## src/tdcf_pkg.sv

```systemverilog
// tdcf_pkg: constants, field layout and types of the tx command path
// assumes: included before every tdcf module, no imports anywhere
package tdcf_pkg;

  // ----------------------------------------
  // command A fields
  // ----------------------------------------
  localparam int A_IOC = 31;
  localparam int A_ALN_HI = 25;
  localparam int A_ALN_LO = 24;
  localparam int A_OFF_HI = 20;
  localparam int A_OFF_LO = 16;
  localparam int A_FIRST = 13;
  localparam int A_LAST = 12;
  localparam int A_SIZE_HI = 10;

  // ----------------------------------------
  // command B and status word fields
  // ----------------------------------------
  localparam int B_TAG_HI = 31;
  localparam int B_TAG_LO = 16;
  localparam int B_LEN_HI = 10;
  localparam int ST_ERR = 15;

  // ----------------------------------------
  // end alignment codes and masks (dwords)
  // ----------------------------------------
  localparam logic [1:0] ALN_4 = 2'h0;
  localparam logic [1:0] ALN_16 = 2'h1;
  localparam logic [1:0] ALN_32 = 2'h2;
  localparam logic [1:0] ALN_RSV = 2'h3;
  localparam logic [11:0] MSK_16 = 12'h003;
  localparam logic [11:0] MSK_32 = 12'h007;

  // ----------------------------------------
  // sizes
  // ----------------------------------------
  localparam logic [11:0] FIFO_WORDS = 12'h400;
  localparam int STS_DEPTH = 16;
  localparam int STS_AW = 4;
  localparam logic [13:0] DW_BYTES = 14'h0004;

  typedef enum logic [2:0] {
    S_CMDA = 3'h1,
    S_CMDB = 3'h2,
    S_DATA = 3'h4
  } tdcf_state_t;

  // dwords spanned by offset plus payload
  function automatic logic [11:0] tdcf_words(input logic [4:0] off, input logic [10:0] size);
    logic [12:0] s;
    s = 13'(off) + 13'(size) + 13'h3;
    tdcf_words = 12'(s >> 2);
  endfunction : tdcf_words

  // round dword count up to the end alignment
  function automatic logic [11:0] tdcf_align(input logic [11:0] w, input logic [1:0] aln);
    logic [11:0] m;
    case (aln)
      ALN_16: m = MSK_16;
      ALN_32: m = MSK_32;
      default: m = 12'h000;
    endcase
    tdcf_align = (w + m) & ~m;
  endfunction : tdcf_align

  // first lane and byte count of a dword at byte base b within [s,e)
  function automatic logic [4:0] tdcf_span(input logic [13:0] b, input logic [13:0] s,
                                          input logic [13:0] e);
    logic [13:0] lo;
    logic [13:0] hi;
    lo = (s > b) ? s - b : 14'h0;
    hi = (e > b) ? e - b : 14'h0;
    if (hi > DW_BYTES) hi = DW_BYTES;
    if (lo >= hi) tdcf_span = 5'h00;
    else tdcf_span = {lo[1:0], 3'(hi - lo)};
  endfunction : tdcf_span

endpackage : tdcf_pkg

```

## src/tdcf_packer.sv

```systemverilog
// tdcf_packer: joins payload bytes of successive dwords into whole dwords
// assumes: no new input in the cycle after a last input with spill
`timescale 1ns/10ps
`default_nettype none
module tdcf_packer (
  input wire logic sys_clk,
  input wire logic rst,
  input wire logic in_valid,
  input wire logic [31:0] in_data,
  input wire logic [1:0] in_lo,
  input wire logic [2:0] in_cnt,
  input wire logic in_last,
  output logic out_valid,
  output logic [31:0] out_data,
  output logic [2:0] out_cnt,
  output logic out_last
);

  // low n bytes set
  function automatic logic [55:0] pk_mask(input logic [2:0] n);
    pk_mask = (56'h1 << {n, 3'h0}) - 56'h1;
  endfunction : pk_mask

  logic [55:0] acc;
  logic [2:0] acc_n;
  logic pend;
  logic [55:0] sh;
  logic [55:0] all_b;
  logic [3:0] n;

  // append the valid lanes behind the held bytes
  always_comb begin
    sh = 56'(in_data) >> {in_lo, 3'h0};
    all_b = acc | ((sh & pk_mask(in_cnt)) << {acc_n, 3'h0});
    n = 4'(acc_n) + 4'(in_cnt);
  end

  // accumulator and output word
  always_ff @(posedge sys_clk or posedge rst) begin
    if (rst) begin
      acc <= '0;
      acc_n <= '0;
      pend <= 1'b0;
      out_valid <= 1'b0;
      out_data <= '0;
      out_cnt <= '0;
      out_last <= 1'b0;
    end else if (pend) begin
      out_valid <= 1'b1; // spill of a packet end
      out_data <= acc[31:0];
      out_cnt <= acc_n;
      out_last <= 1'b1;
      acc <= '0;
      acc_n <= '0;
      pend <= 1'b0;
    end else if (in_valid && n >= 4'h4) begin
      out_valid <= 1'b1;
      out_data <= all_b[31:0];
      out_cnt <= 3'h4;
      out_last <= in_last && n == 4'h4;
      acc <= all_b >> 32;
      acc_n <= 3'(n - 4'h4);
      pend <= in_last && n != 4'h4;
    end else if (in_valid && in_last) begin
      out_valid <= 1'b1;
      out_data <= all_b[31:0];
      out_cnt <= n[2:0];
      out_last <= 1'b1;
      acc <= '0;
      acc_n <= '0;
    end else begin
      out_valid <= 1'b0;
      out_last <= 1'b0;
      if (in_valid) begin
        acc <= all_b;
        acc_n <= n[2:0];
      end
    end
  end

endmodule : tdcf_packer
`default_nettype wire

```

## src/tdcf_sts_fifo.sv

```systemverilog
// tdcf_sts_fifo: status word fifo with level interrupt
// assumes: push while full is dropped, pop while empty ignored
`timescale 1ns/10ps
`default_nettype none
module tdcf_sts_fifo (
  input wire logic sys_clk,
  input wire logic rst,
  input wire logic push,
  input wire logic [31:0] push_data,
  input wire logic pop,
  input wire logic [4:0] level,
  input wire logic irq_en,
  output logic [31:0] head,
  output logic [4:0] count,
  output logic irq
);

  logic [31:0] mem [tdcf_pkg::STS_DEPTH];
  logic [tdcf_pkg::STS_AW-1:0] wp;
  logic [tdcf_pkg::STS_AW-1:0] rp;
  logic do_push;
  logic do_pop;

  assign do_push = push && count != 5'(tdcf_pkg::STS_DEPTH);
  assign do_pop = pop && count != 5'h00;
  assign head = mem[rp];
  // level interrupt on count threshold
  assign irq = irq_en && level != 5'h00 && count >= level;

  // storage
  always_ff @(posedge sys_clk) begin
    if (do_push) mem[wp] <= push_data;
  end

  // pointers and count
  always_ff @(posedge sys_clk or posedge rst) begin
    if (rst) begin
      wp <= '0;
      rp <= '0;
      count <= '0;
    end else begin
      if (do_push) wp <= wp + 1'b1;
      if (do_pop) rp <= rp + 1'b1;
      count <= count + 5'(do_push) - 5'(do_pop);
    end
  end

endmodule : tdcf_sts_fifo
`default_nettype wire

```

## src/tdcf_top.sv

```systemverilog
// tdcf_top: tx command parsing, payload trim, packet checks, status post
// assumes: host writes one dword per cycle of host_wr, command A, B, data
`timescale 1ns/10ps
`default_nettype none
module tdcf_top (
  input wire logic sys_clk,
  input wire logic rst,
  input wire logic host_wr,
  input wire logic [31:0] host_wr_data,
  input wire logic tx_error_clear,
  input wire logic tx_done_clear,
  input wire logic mac_word_taken,
  input wire logic sts_rd,
  input wire logic [4:0] sts_irq_level,
  input wire logic sts_irq_en,
  output logic tx_word_valid,
  output logic [31:0] tx_word,
  output logic [2:0] tx_word_cnt,
  output logic tx_word_last,
  output logic tx_error_flag,
  output logic tx_buffer_loaded_flag,
  output logic [11:0] tx_fifo_space_info,
  output logic [31:0] sts_data,
  output logic [4:0] sts_count,
  output logic sts_irq
);

  // ----------------------------------------
  // state
  // ----------------------------------------
  tdcf_pkg::tdcf_state_t st;
  logic [31:0] cmd_a;
  logic [31:0] cmd_b;
  logic [11:0] tot;
  logic [11:0] widx;
  logic [11:0] byte_cnt;
  logic [11:0] used;
  logic in_pkt;
  logic pkt_err;

  // ----------------------------------------
  // decode
  // ----------------------------------------
  logic wr_a;
  logic wr_b;
  logic wr_d;
  logic a_first;
  logic a_last;
  logic [4:0] a_off;
  logic [10:0] a_size;
  logic [1:0] a_aln;
  logic [11:0] tot_n;
  logic [4:0] sp;
  logic [2:0] cnt;
  logic buf_end;
  logic pkt_end;
  logic [31:0] eff_b;
  logic [11:0] bytes_now;
  logic tag_mis;
  logic b_mis;
  logic len_err;
  logic seq_err;
  logic aln_err;
  logic ovf;
  logic any_err;

  // host write phases
  assign wr_a = host_wr && st == tdcf_pkg::S_CMDA;
  assign wr_b = host_wr && st == tdcf_pkg::S_CMDB;
  assign wr_d = host_wr && st == tdcf_pkg::S_DATA;

  // command A fields, taken live during A and held after
  logic [31:0] a_src;
  assign a_src = wr_a ? host_wr_data : cmd_a;
  assign a_first = a_src[tdcf_pkg::A_FIRST];
  assign a_last = a_src[tdcf_pkg::A_LAST];
  assign a_off = a_src[tdcf_pkg::A_OFF_HI:tdcf_pkg::A_OFF_LO];
  assign a_size = a_src[tdcf_pkg::A_SIZE_HI:0];
  assign a_aln = a_src[tdcf_pkg::A_ALN_HI:tdcf_pkg::A_ALN_LO];

  // dwords the host sends, padded to the alignment
  assign tot_n = tdcf_pkg::tdcf_align(tdcf_pkg::tdcf_words(a_off, a_size), a_aln);

  // lanes of this dword that carry payload
  assign sp = tdcf_pkg::tdcf_span({widx, 2'h0}, 14'(a_off),
                                  14'(a_off) + 14'(a_size));
  assign cnt = wr_d ? sp[2:0] : 3'h0;

  // buffer and packet ends
  assign buf_end = (wr_b && tot_n == 12'h000) || (wr_d && widx == tot - 12'h001);
  assign pkt_end = buf_end && a_last;

  // command B of the packet as seen now
  assign eff_b = (wr_b && a_first) ? host_wr_data : cmd_b;
  assign bytes_now = byte_cnt + 12'(cnt);

  // packet checks
  assign tag_mis = wr_b && !a_first &&
                   host_wr_data[tdcf_pkg::B_TAG_HI:tdcf_pkg::B_TAG_LO] !=
                   cmd_b[tdcf_pkg::B_TAG_HI:tdcf_pkg::B_TAG_LO];
  assign b_mis = wr_b && !a_first && host_wr_data != cmd_b;
  assign len_err = pkt_end && bytes_now != 12'(eff_b[tdcf_pkg::B_LEN_HI:0]);
  assign seq_err = wr_a && (a_first == in_pkt);
  assign aln_err = wr_a && a_aln == tdcf_pkg::ALN_RSV;
  assign ovf = host_wr && tx_fifo_space_info == 12'h000;
  assign any_err = tag_mis || b_mis || len_err || seq_err || aln_err || ovf;

  // ----------------------------------------
  // sequencer
  // ----------------------------------------

  // command A, command B, payload
  always_ff @(posedge sys_clk or posedge rst) begin
    if (rst) begin
      st <= tdcf_pkg::S_CMDA;
    end else begin
      case (st)
        tdcf_pkg::S_CMDA: if (wr_a) st <= tdcf_pkg::S_CMDB;
        tdcf_pkg::S_CMDB: if (wr_b) st <= buf_end ? tdcf_pkg::S_CMDA : tdcf_pkg::S_DATA;
        tdcf_pkg::S_DATA: if (buf_end) st <= tdcf_pkg::S_CMDA;
        default: st <= tdcf_pkg::S_CMDA;
      endcase
    end
  end

  // command capture
  always_ff @(posedge sys_clk or posedge rst) begin
    if (rst) begin
      cmd_a <= '0;
      cmd_b <= '0;
      tot <= '0;
    end else begin
      if (wr_a) cmd_a <= host_wr_data;
      if (wr_b && a_first) cmd_b <= host_wr_data;
      if (wr_b) tot <= tot_n;
    end
  end

  // dword index inside the buffer
  always_ff @(posedge sys_clk or posedge rst) begin
    if (rst) begin
      widx <= '0;
    end else if (wr_b) begin
      widx <= '0;
    end else if (wr_d) begin
      widx <= widx + 12'h001;
    end
  end

  // packet byte total and open packet
  always_ff @(posedge sys_clk or posedge rst) begin
    if (rst) begin
      byte_cnt <= '0;
      in_pkt <= 1'b0;
    end else begin
      if (wr_a && a_first) begin
        byte_cnt <= '0;
        in_pkt <= 1'b1;
      end else if (pkt_end) begin
        byte_cnt <= '0;
        in_pkt <= 1'b0;
      end else if (wr_d) begin
        byte_cnt <= bytes_now;
      end
    end
  end

  // error gathered over the open packet
  always_ff @(posedge sys_clk or posedge rst) begin
    if (rst) begin
      pkt_err <= 1'b0;
    end else if (pkt_end) begin
      pkt_err <= 1'b0;
    end else if (wr_a && a_first) begin
      pkt_err <= any_err;
    end else if (any_err) begin
      pkt_err <= 1'b1;
    end
  end

  // ----------------------------------------
  // flags
  // ----------------------------------------

  // sticky error, set beats clear
  always_ff @(posedge sys_clk or posedge rst) begin
    if (rst) begin
      tx_error_flag <= 1'b0;
    end else if (any_err) begin
      tx_error_flag <= 1'b1;
    end else if (tx_error_clear) begin
      tx_error_flag <= 1'b0;
    end
  end

  // buffer loaded flag, set beats clear
  always_ff @(posedge sys_clk or posedge rst) begin
    if (rst) begin
      tx_buffer_loaded_flag <= 1'b0;
    end else if (buf_end && a_src[tdcf_pkg::A_IOC]) begin
      tx_buffer_loaded_flag <= 1'b1;
    end else if (tx_done_clear) begin
      tx_buffer_loaded_flag <= 1'b0;
    end
  end

  // ----------------------------------------
  // payload and space
  // ----------------------------------------
  logic pk_valid;
  logic next_take;
  logic store;

  // an empty last buffer still closes the packet in the packer
  assign pk_valid = (wr_d && (cnt != 3'h0 || pkt_end)) || (wr_b && pkt_end);
  assign next_take = mac_word_taken && used != 12'h000;
  // a word past capacity is lost, the count stays at full
  assign store = tx_word_valid && (used != tdcf_pkg::FIFO_WORDS || next_take);
  assign tx_fifo_space_info = tdcf_pkg::FIFO_WORDS - used;

  tdcf_packer u_packer (
    .sys_clk(sys_clk),
    .rst(rst),
    .in_valid(pk_valid),
    .in_data(host_wr_data),
    .in_lo(sp[4:3]),
    .in_cnt(cnt),
    .in_last(pkt_end),
    .out_valid(tx_word_valid),
    .out_data(tx_word),
    .out_cnt(tx_word_cnt),
    .out_last(tx_word_last)
  );

  // stored dword occupancy
  always_ff @(posedge sys_clk or posedge rst) begin
    if (rst) begin
      used <= '0;
    end else begin
      used <= used + 12'(store) - 12'(next_take);
    end
  end

  // ----------------------------------------
  // status
  // ----------------------------------------
  logic [31:0] sts_word;

  assign sts_word = {eff_b[tdcf_pkg::B_TAG_HI:tdcf_pkg::B_TAG_LO], pkt_err || any_err,
                     4'h0, eff_b[tdcf_pkg::B_LEN_HI:0]};

  tdcf_sts_fifo u_sts (
    .sys_clk(sys_clk),
    .rst(rst),
    .push(pkt_end),
    .push_data(sts_word),
    .pop(sts_rd),
    .level(sts_irq_level),
    .irq_en(sts_irq_en),
    .head(sts_data),
    .count(sts_count),
    .irq(sts_irq)
  );
endmodule : tdcf_top
`default_nettype wire

```

## config.mk

```make
export PLATFORM = sky130hd
export DESIGN_NAME = tdcf_top
export DESIGN_NICKNAME = d
export VERILOG_FILES = /design/src/tdcf_pkg.sv /design/src/tdcf_packer.sv /design/src/tdcf_sts_fifo.sv /design/src/tdcf_top.sv
export SDC_FILE = /design/constraint.sdc
export NUM_CORES = 1
export LEC_CHECK = 0
export ABC_AREA = 1
export CORE_MARGIN = 4
export CORE_UTILIZATION = 60
export CTS_BUF_LIST = sky130_fd_sc_hd__clkbuf_4
export DETAILED_ROUTE_END_ITERATION = 7
export DONT_BUFFER_PORTS = 1
export PLACE_DENSITY = 0.76
export SLEW_MARGIN = 40
export SYNTH_ARGS = -nofsm -noshare
export SYNTH_HDL_FRONTEND = slang
export SYNTH_SLANG_ARGS = --single-unit
```

## constraint.sdc

```tcl
create_clock -name sys_clk -period 9.8 [get_ports sys_clk]
set_input_delay 2.94 -clock sys_clk [delete_from_list [all_inputs] [get_ports sys_clk]]
set_output_delay 2.94 -clock sys_clk [all_outputs]
set_load 0.03 [all_outputs]
```

==> results of run 1 <==
[placed cells by master (no fill, tap or decap), types with 89 or more instances in the layout]
cell      synthesis  layout
ha_1             94      94
mux2i_1          89      89
a21oi_1         109     109
o221ai_1         90      89
nand2_1         606     606
o21ai_0         192     182
nor2_1          359     340
inv_1           220     217
edfxtp_1        448     448
clkbuf_4          0     233
nand3_1         224     224
dfrtp_1         216     213
buf_4            11     132
[per-stage QoR]
step | std cells | total power [uW] | worst slack [ns] | util | TNS (ns)
after CTS | 4233 | 12200 | 0.657 | 0.674 | 0
after floorplan | 3282 | 8020 | 0.0250 | - | 0
after global placement | 3947 | 9660 | -0.170 | 0.635 | -2.72
after global routing | 4238 | 13100 | 0.0163 | 0.675 | 0
after detailed placement | 3947 | 9870 | -0.400 | 0.636 | -8.38
final | 4240 | 12200 | 0.710 | 0.675 | 0
[per-layer routing]
metal	share of wire	wire length, um	up-vias	global-route usage
met3	0.090	8010	210	0.0768
met5	0	0	-	0
met2	0.48	43100	1128	0.490
met1	0.39	35200	12300	0.388
li1	-	-	11800	-
met4	0.033	2960	0	0.123
[worst max-delay path: cells and delay by family]
family	cells	cell delay, ns
simple gates	34	3.66
fa+ha+maj	6	1.51
compound gates	6	0.95
buf+inv	5	0.60
xor+xnor	1	0.14
[cells in the mapped netlist, drive strengths merged (22+ instances only)]
master  instances
a21oi         111
buf            63
clkbuf        107
dfrtp         216
edfxtp        448
ha             94
inv           229
mux2i          89
nand2         621
nand3         227
nand4          50
nor2          365
nor3           44
o211ai         43
o21ai         219
o221ai         90
o32ai          23
or2            22
xnor2          39
xor2           64
[cell type report]
cell class / instances / area [um^2] / share of cell area
inverter: 235 / 897 / 0.0245
sequential: 665 / 18900 / 0.517
antenna: 5 / 12.5 / 0.000342
clock buffer: 233 / 1750 / 0.0479
clock inverter: 53 / 327 / 0.00893
timing repair buffer: 141 / 1140 / 0.0312
multi-input combinational: 2212 / 12700 / 0.346
tap: 696 / 871 / 0.0238
[sequential cells by signal, summed over array words and instances (netlist names)]
| register | flops |
|---|---|
| u_sts.mem | 448 |
| u_packer.acc | 56 |
| cmd_b | 32 |
| u_packer.out_data | 32 |
| cmd_a | 21 |
| byte_cnt | 12 |
| used | 12 |
| widx | 12 |
| tot | 11 |
| u_sts.count | 5 |
| u_sts.rp | 4 |
| u_sts.wp | 4 |
| st | 3 |
| u_packer.acc_n | 3 |
| u_packer.out_cnt | 3 |
| in_pkt | 1 |
| pkt_err | 1 |
| tx_buffer_loaded_flag | 1 |
| tx_error_flag | 1 |
| u_packer.out_last | 1 |
| u_packer.out_valid | 1 |
| u_packer.pend | 1 |
[cells by family (layout without fill, tap and decap cells)]
family          Yosys count  in the layout  synth area share
simple gates           1350           1350             0.175
flops                   665            665             0.573
compound gates          540            540             0.103
buf+inv                 405            662            0.0503
fa+ha+maj               105            105            0.0423
xor+xnor                103            103            0.0276
mux                      95             95            0.0291
other cells               2             24          0.000228
[timing repair]
action	in CTS	in global routing
endpoints found under the setup margin	0	18
resized for setup	0	5
hold buffers	0	0
[worst paths after layout]
kind / from / endpoint / depth (start not counted)
setup / recovery: host_wr / u_sts.mem[10][11] / 52
hold / removal: u_packer.acc[23] / u_packer.acc[23] / 2
setup reg to reg: st[0] / u_sts.mem[10][11] / 52
hold reg to reg: u_packer.acc[23] / u_packer.acc[23] / 2
max in group asynchronous: rst / u_packer.acc[36] / 2
min in group asynchronous: rst / u_packer.acc[42] / 1
[power groups by stage]
stage / clock [uW] / combinational (uW) / sequential (uW)
finish: 2300 / 6060 / 3850
global route: 2500 / 6700 / 3880
CTS: 2350 / 6010 / 3850
detailed placement: 0 / 5980 / 3900
global placement: 0 / 5770 / 3890
floorplan: 0 / 4230 / 3780
==> metrics.md, run 1 <==
| Metric | Value |
|---|---|
| Outcome | complete, no violations |
| Fin area | 36600 um^2 |
| Largest fanout on the critical path | 16 |
| Area growth syn-to-layout | 10.8% |
| F_max | 110 MHz |
| Final WL | 89.2 mm |
| Overall routing resource usage | 0.301 |
| Fill cells | about 4.2k |
| GRT overflow | 0 |
| Initial antenna violation count | 2 |
| Flops & latches, synth | 665 |
| RSZ-0062 raised after global routing | false |
| Share of cells above drive strength 1 | 0.137 |
| Die area | just under 60000 um^2 |
| Final Skew | 0.0797 ns |
| CP arrival | 9.84 ns |
| Worst setup SP type | primary input |
| Placer Congestion | 0.953 |
| Initial Util | 0.609 |
| Clock Latency Late Sink | 1.04 ns |
| Post-layout min period | 9.09 ns |
| Post CTS Setup Buffer Count | 0 |
| Placed Area | between 30000 and 40000 um^2 |
| Slew headroom | 0.390 |
| Synth Flop Type | edfxtp_1 |
| Via count | 25.5k |
| Worst setup EP type | flop |
| Combinational share of power | 0.497 |
| Vias in the first global route | ~25k |
| Netlist cell types | 62 |
| Worst-Margin Slew | 0.907 ns |
| Post-DR vias/cell | around 6.0 |
| CP max stage delay | 0.35 ns |
| Pwr/cell area | approximately 330 nW/um^2 |
| Root Driver | clkbuf_4 |
| Power Internal | 6820 uW |
| Top cells by area, synth | edfxtp_1 41%, dfrtp_1 16%, nand2_1 6.9% |
| Clock Power Share | 0.188 |
| Flop pwr share | 0.315 |
| Post-Syn Area | 33000 um^2 |
| Maxcap violations | 0 |
| Cell mode on critical path | nand2_1 |
| # nets final | 3572 |
| Sw Pwr | 5390 uW |
| WL per Instance | 21.0 um |
| Seq/Total Area, Yosys | 0.573 |
| Antenna violation net count after detailed routing | 0 |
| Crit-path slowest cell | ha_1 |
| Fin. max-slew vios | 0 |
| Top-area cell type share of the netlist area | 0.408 |
| CTS max path bufs | 3 |
| Yosys top cell by area | edfxtp_1 |
| Post-Syn Instances | about 3.3k |
| Pre-antenna DRT Iters | 6 |
| Drt first-iter violations | between 2k and 2.5k |
| Hold Path Class | reg -> reg |
| Switch share | 0.441 |
| I/O Buffers | 0 |
| H-tree levels | 4 |
| Clock sink total | ~670 |
| First-pass GRT wire length | 138 mm |
| Leakage | approximately 0.016 uW |
| I/O pins | between 100 and 150 |
| DP HPWL | 55.9 mm |
| Core area | between 50000 and 60000 um^2 |
| DIE WIDTH | 242 um |
| Final Cycle Share | 0.928 |
| Final setup fails | 0 |
| DRC violation count after routing | 0 |
| Reg2reg setup slack | ~2.0 ns |
| Async SR Flop Fraction | 0.326 |
| CTS tree | yes |
| CP Data Required Time | 10.55 ns |
| CTS clk-pin slew, worst paths | 0.06 ns |
| Die height | between 200 and 250 um |
| Row cnt | between 80 and 90 |
| WHS | roughly 0.48 ns |
| Max VDD drop | between 0.3 and 0.4 mV |
| Largest net degree at the start of global routing | 174 |
| Post-synth EDFFs | 448 |
| Final-report hold violation count | 0 |
| Post-synthesis area per instance | 10.1 um^2 |
| Syn. warnings | 0 |
| WS Path Type | in -> reg |
| Clock buffer count from CTS | 167 |
Note: power is estimated with default switching activity, not from simulation.
==> inputs of run 2 (changes only) <==
Settings changed: ABC_AREA 1 to unset, CORE_MARGIN 4 to 10.
==> run 2 against run 1 <==
Final cell count down 23%; combinational power decreased by 79%; clock skew is 0.012 ns lower; via count fell by 19%; total power shrank 44%; core utilization down 0.47 points; wire length down 7.8%; first-iteration DRC count decreased by 5.4%; largest cell class unchanged; largest power group is now sequential cells.
==> metrics.md, run 2 <==
| Metric | Value |
|---|---|
| Outcome | complete, no violations |
| Post-synthesis area per instance | 13.7 um^2 (+36%) |
| Post-Synth Adder-Cell Area | 0.0441 (+0.00178) |
| Maxcap violations | 0 (unchanged) |
| I/O pins | 134 (unchanged) |
| # nets final | 2604 (-27%) |
| Vias in the first global route | 21.2k (-16%) |
| Root Driver | clkbuf_4 |
| Die height | 250 um (+3.0%) |
| Worst-Margin Slew | 0.859 ns (-0.0484 ns) |
| Synth Area in Compound Gates | 0.0817 (-0.0212) |
| Final Skew | 0.0680 ns (-0.0116 ns) |
| Commonest non-fill, non-tap cells in the layout | 448 x edfxtp_1, 234 x clkbuf_4, 213 x dfrtp_1, 200 x nand2_1, 142 x nor2_1 |
| F_max | 108 MHz (-1.7%) |
| Placed Area | 33100 um^2 (-3.9%) |
| Post-synth EDFFs | 448 (unchanged) |
| Final WL | 82.3 mm (-7.8%) |
| Die area | 62300 um^2 (+6.0%) |
| Post-layout min period | 9.25 ns (+0.156 ns) |
| Top flop regs | u_sts.mem (448), u_packer.acc (56) |
| I/O Buffers | 0 (unchanged) |
| CTS clk-pin slew, worst paths | 0.06 ns (about the same) |
| Top-area cell type share of the netlist area | 0.425 (+0.0171) |
| CP arrival | 9.91 ns (+0.07 ns) |
| Met3 usage | 0.0754 (-0.00138) |
| Syn. warnings | 0 (unchanged) |
| Max reg flops | 448 (unchanged) |
| Netlist cell types | 94 (+52%) |
| Top cells by area, synth | edfxtp_1 43%, dfrtp_1 17%, mux4_2 10% |
| Core area | 52400 um^2 (-3.1%) |
| Initial Util | 0.604 (-0.00575) |
| Pwr/cell area | 194 nW/um^2 (-42%) |
| WS Path Type | in -> reg |
| DP HPWL | 53.4 mm (-4.5%) |
| Final setup fails | 0 (unchanged) |
| Setup ws final | 0.554 ns (-0.156 ns) |
| Met2 Usage GRT | 0.428 (-0.0616) |
| Crit-path slowest cell | nor4b_1 |
| Yosys top cell by area | edfxtp_1 |
| Leakage | 0.0125 uW (-20%) |
| Mux cell area share after synthesis | 0.120 (+0.0910) |
| Via count | 20.7k (-19%) |
| Clock sink total | 665 (unchanged) |
| CTS tree | yes |
| List of most frequent post-synthesis cells | 448 x edfxtp_1, 216 x dfrtp_1, 207 x nand2_1 |
| Largest net degree at the start of global routing | 101 (-42%) |
| Largest fanout on the critical path | 16 (unchanged) |
| Post-CTS sizing | 0 (unchanged) |
| First-pass GRT wire length | 125 mm (-9.5%) |
| Reg2reg setup slack | 1.83 ns (-0.20 ns) |
| Final Power | 6810 uW (-44%) |
| Most used routing layer | met2 |
| Seq/Total Area, Yosys | 0.597 (+0.0241) |
| Async SR Flop Fraction | 0.326 (unchanged) |
| Final Cycle Share | 0.944 (+0.0160) |
| Slew headroom | 0.423 (+0.0337) |
| Post CTS Setup Buffer Count | 0 (unchanged) |
| Core Util, Final | 0.671 (-0.00468) |
| Max VDD drop | 0.200 mV (-36%) |
| Top-count cell post-synth | edfxtp_1 |
| WL per Instance | 25.2 um (+20%) |
| Pre-antenna DRT Iters | 6 (unchanged) |
| Pre-CTS WS | -0.332 ns (+0.0682 ns) |
| Post-Syn Instances | 2309 (-29%) |
| Clock buffer count from CTS | 166 (-0.60%) |
| CP Data Required Time | 10.47 ns (-0.08 ns) |
| Row cnt | 84 (-1.2%) |
| Fin. max-slew vios | 0 (unchanged) |
| Most common cell after layout, fill and taps aside | edfxtp_1 |
| M1 GR Usage | 0.322 (-0.0665) |
| Worst setup EP type | flop |
| Hold Path Class | reg -> reg |
| Placer Congestion | 0.992 (+4.1%) |
| Fin area | 35200 um^2 (-3.8%) |
| GRT overflow | 0 (unchanged) |
| Share of cells above drive strength 1 | 0.231 (+0.0938) |
| # hold bufs at CTS | 0 (unchanged) |
| Drt first-iter violations | 2329 (-5.4%) |
| DIE WIDTH | 250 um (+3.0%) |
| Synth Area in Simple Gates | 0.0895 (-0.0856) |
| Post-DR vias/cell | 6.34 (+5.6%) |
| Post-Synth XOR/XNOR Area | 0.0388 (+0.0112) |
| Worst setup SP type | primary input |
| Antenna violation net count after detailed routing | 0 (unchanged) |
| H-tree levels | 4 (unchanged) |
| Clock Latency Late Sink | 1.01 ns (-0.03 ns) |
| Overall routing resource usage | 0.261 (-0.0395) |
| CTS max path bufs | 3 (unchanged) |
| Initial antenna violation count | 2 (unchanged) |
| Post-Syn Area | 31700 um^2 (-4.0%) |
| RSZ-0062 raised after global routing | false |
| DRC violation count after routing | 0 (unchanged) |
| Area growth syn-to-layout | 11.1% |
| Largest family of logic cells by synthesized area | multiplexers |
| Top reg by flops | u_sts.mem |
| Fill cells | 3678 (-12%) |
| CP max stage delay | 0.34 ns (about the same) |
| Flops & latches, synth | 665 (unchanged) |
| Synth Flop Type | edfxtp_1 |
| Final-report hold violation count | 0 (unchanged) |
-- run 2: critical path: cells and delay by family --
family	cells	cell delay [ns]
buf+inv	3	0.54
compound gates	12	2.21
xor+xnor	2	0.47
simple gates	17	2.73
fa+ha+maj	4	1.01
-- run 2: layout make-up --
type	instances	area, um^2	area share
tap	688	861	0.0245
inverter	109	418	0.0119
clock buffer	234	1760	0.0500
timing repair buffer	82	694	0.0197
clock inverter	62	339	0.00964
multi-input combinational	1430	12200	0.347
sequential	665	18900	0.537
antenna	1	2.50	0.0000712
-- run 2: routing by layer --
metal	share of wire	wire [um]
met5	0.00023	19
met1	0.38	31300
met2	0.50	40800
met4	0.032	2650
met3	0.092	7580
-- run 2: stage by stage --
step	hold slack, ns	cells	setup TNS [ns]
2_1_floorplan	0.435	2326	0
3_3_place_gp	0.467	2972	-1.24
6_report	0.491	3271	0
3_5_place_dp	0.473	2974	-6.95
5_1_grt	0.500	3271	0
4_1_cts	0.489	3270	0
-- run 2: worst paths after layout --
path                             startpoint                    end  depth (start not counted)
max                                 host_wr      u_sts.mem[12][11]                         38
min                        u_packer.acc[24]       u_packer.acc[24]                          2
max reg2reg                           st[0]      u_sts.mem[12][11]                         38
min reg2reg                u_packer.acc[24]       u_packer.acc[24]                          2
max in group asynchronous               rst  u_packer.out_data[24]                          2
min in group asynchronous               rst       u_packer.acc[53]                          1
-- run 2: cells by family (layout without fill, tap and decap cells) --
group | after synthesis | after routing
multiplexers | 199 | 199
buffers and inverters | 231 | 487
AND/OR/NAND/NOR | 591 | 591
AO/OA/AOI/OAI | 380 | 380
flip-flops | 665 | 665
adder cells (fa/ha/maj) | 105 | 105
other | 2 | 20
XOR/XNOR | 136 | 136
-- run 2: where the power goes --
| part | switching (uW) | internal, uW |
|---|---|---|
| Clock | 1130 | 1160 |
| Combinational | 752 | 549 |
| Sequential | 167 | 3050 |
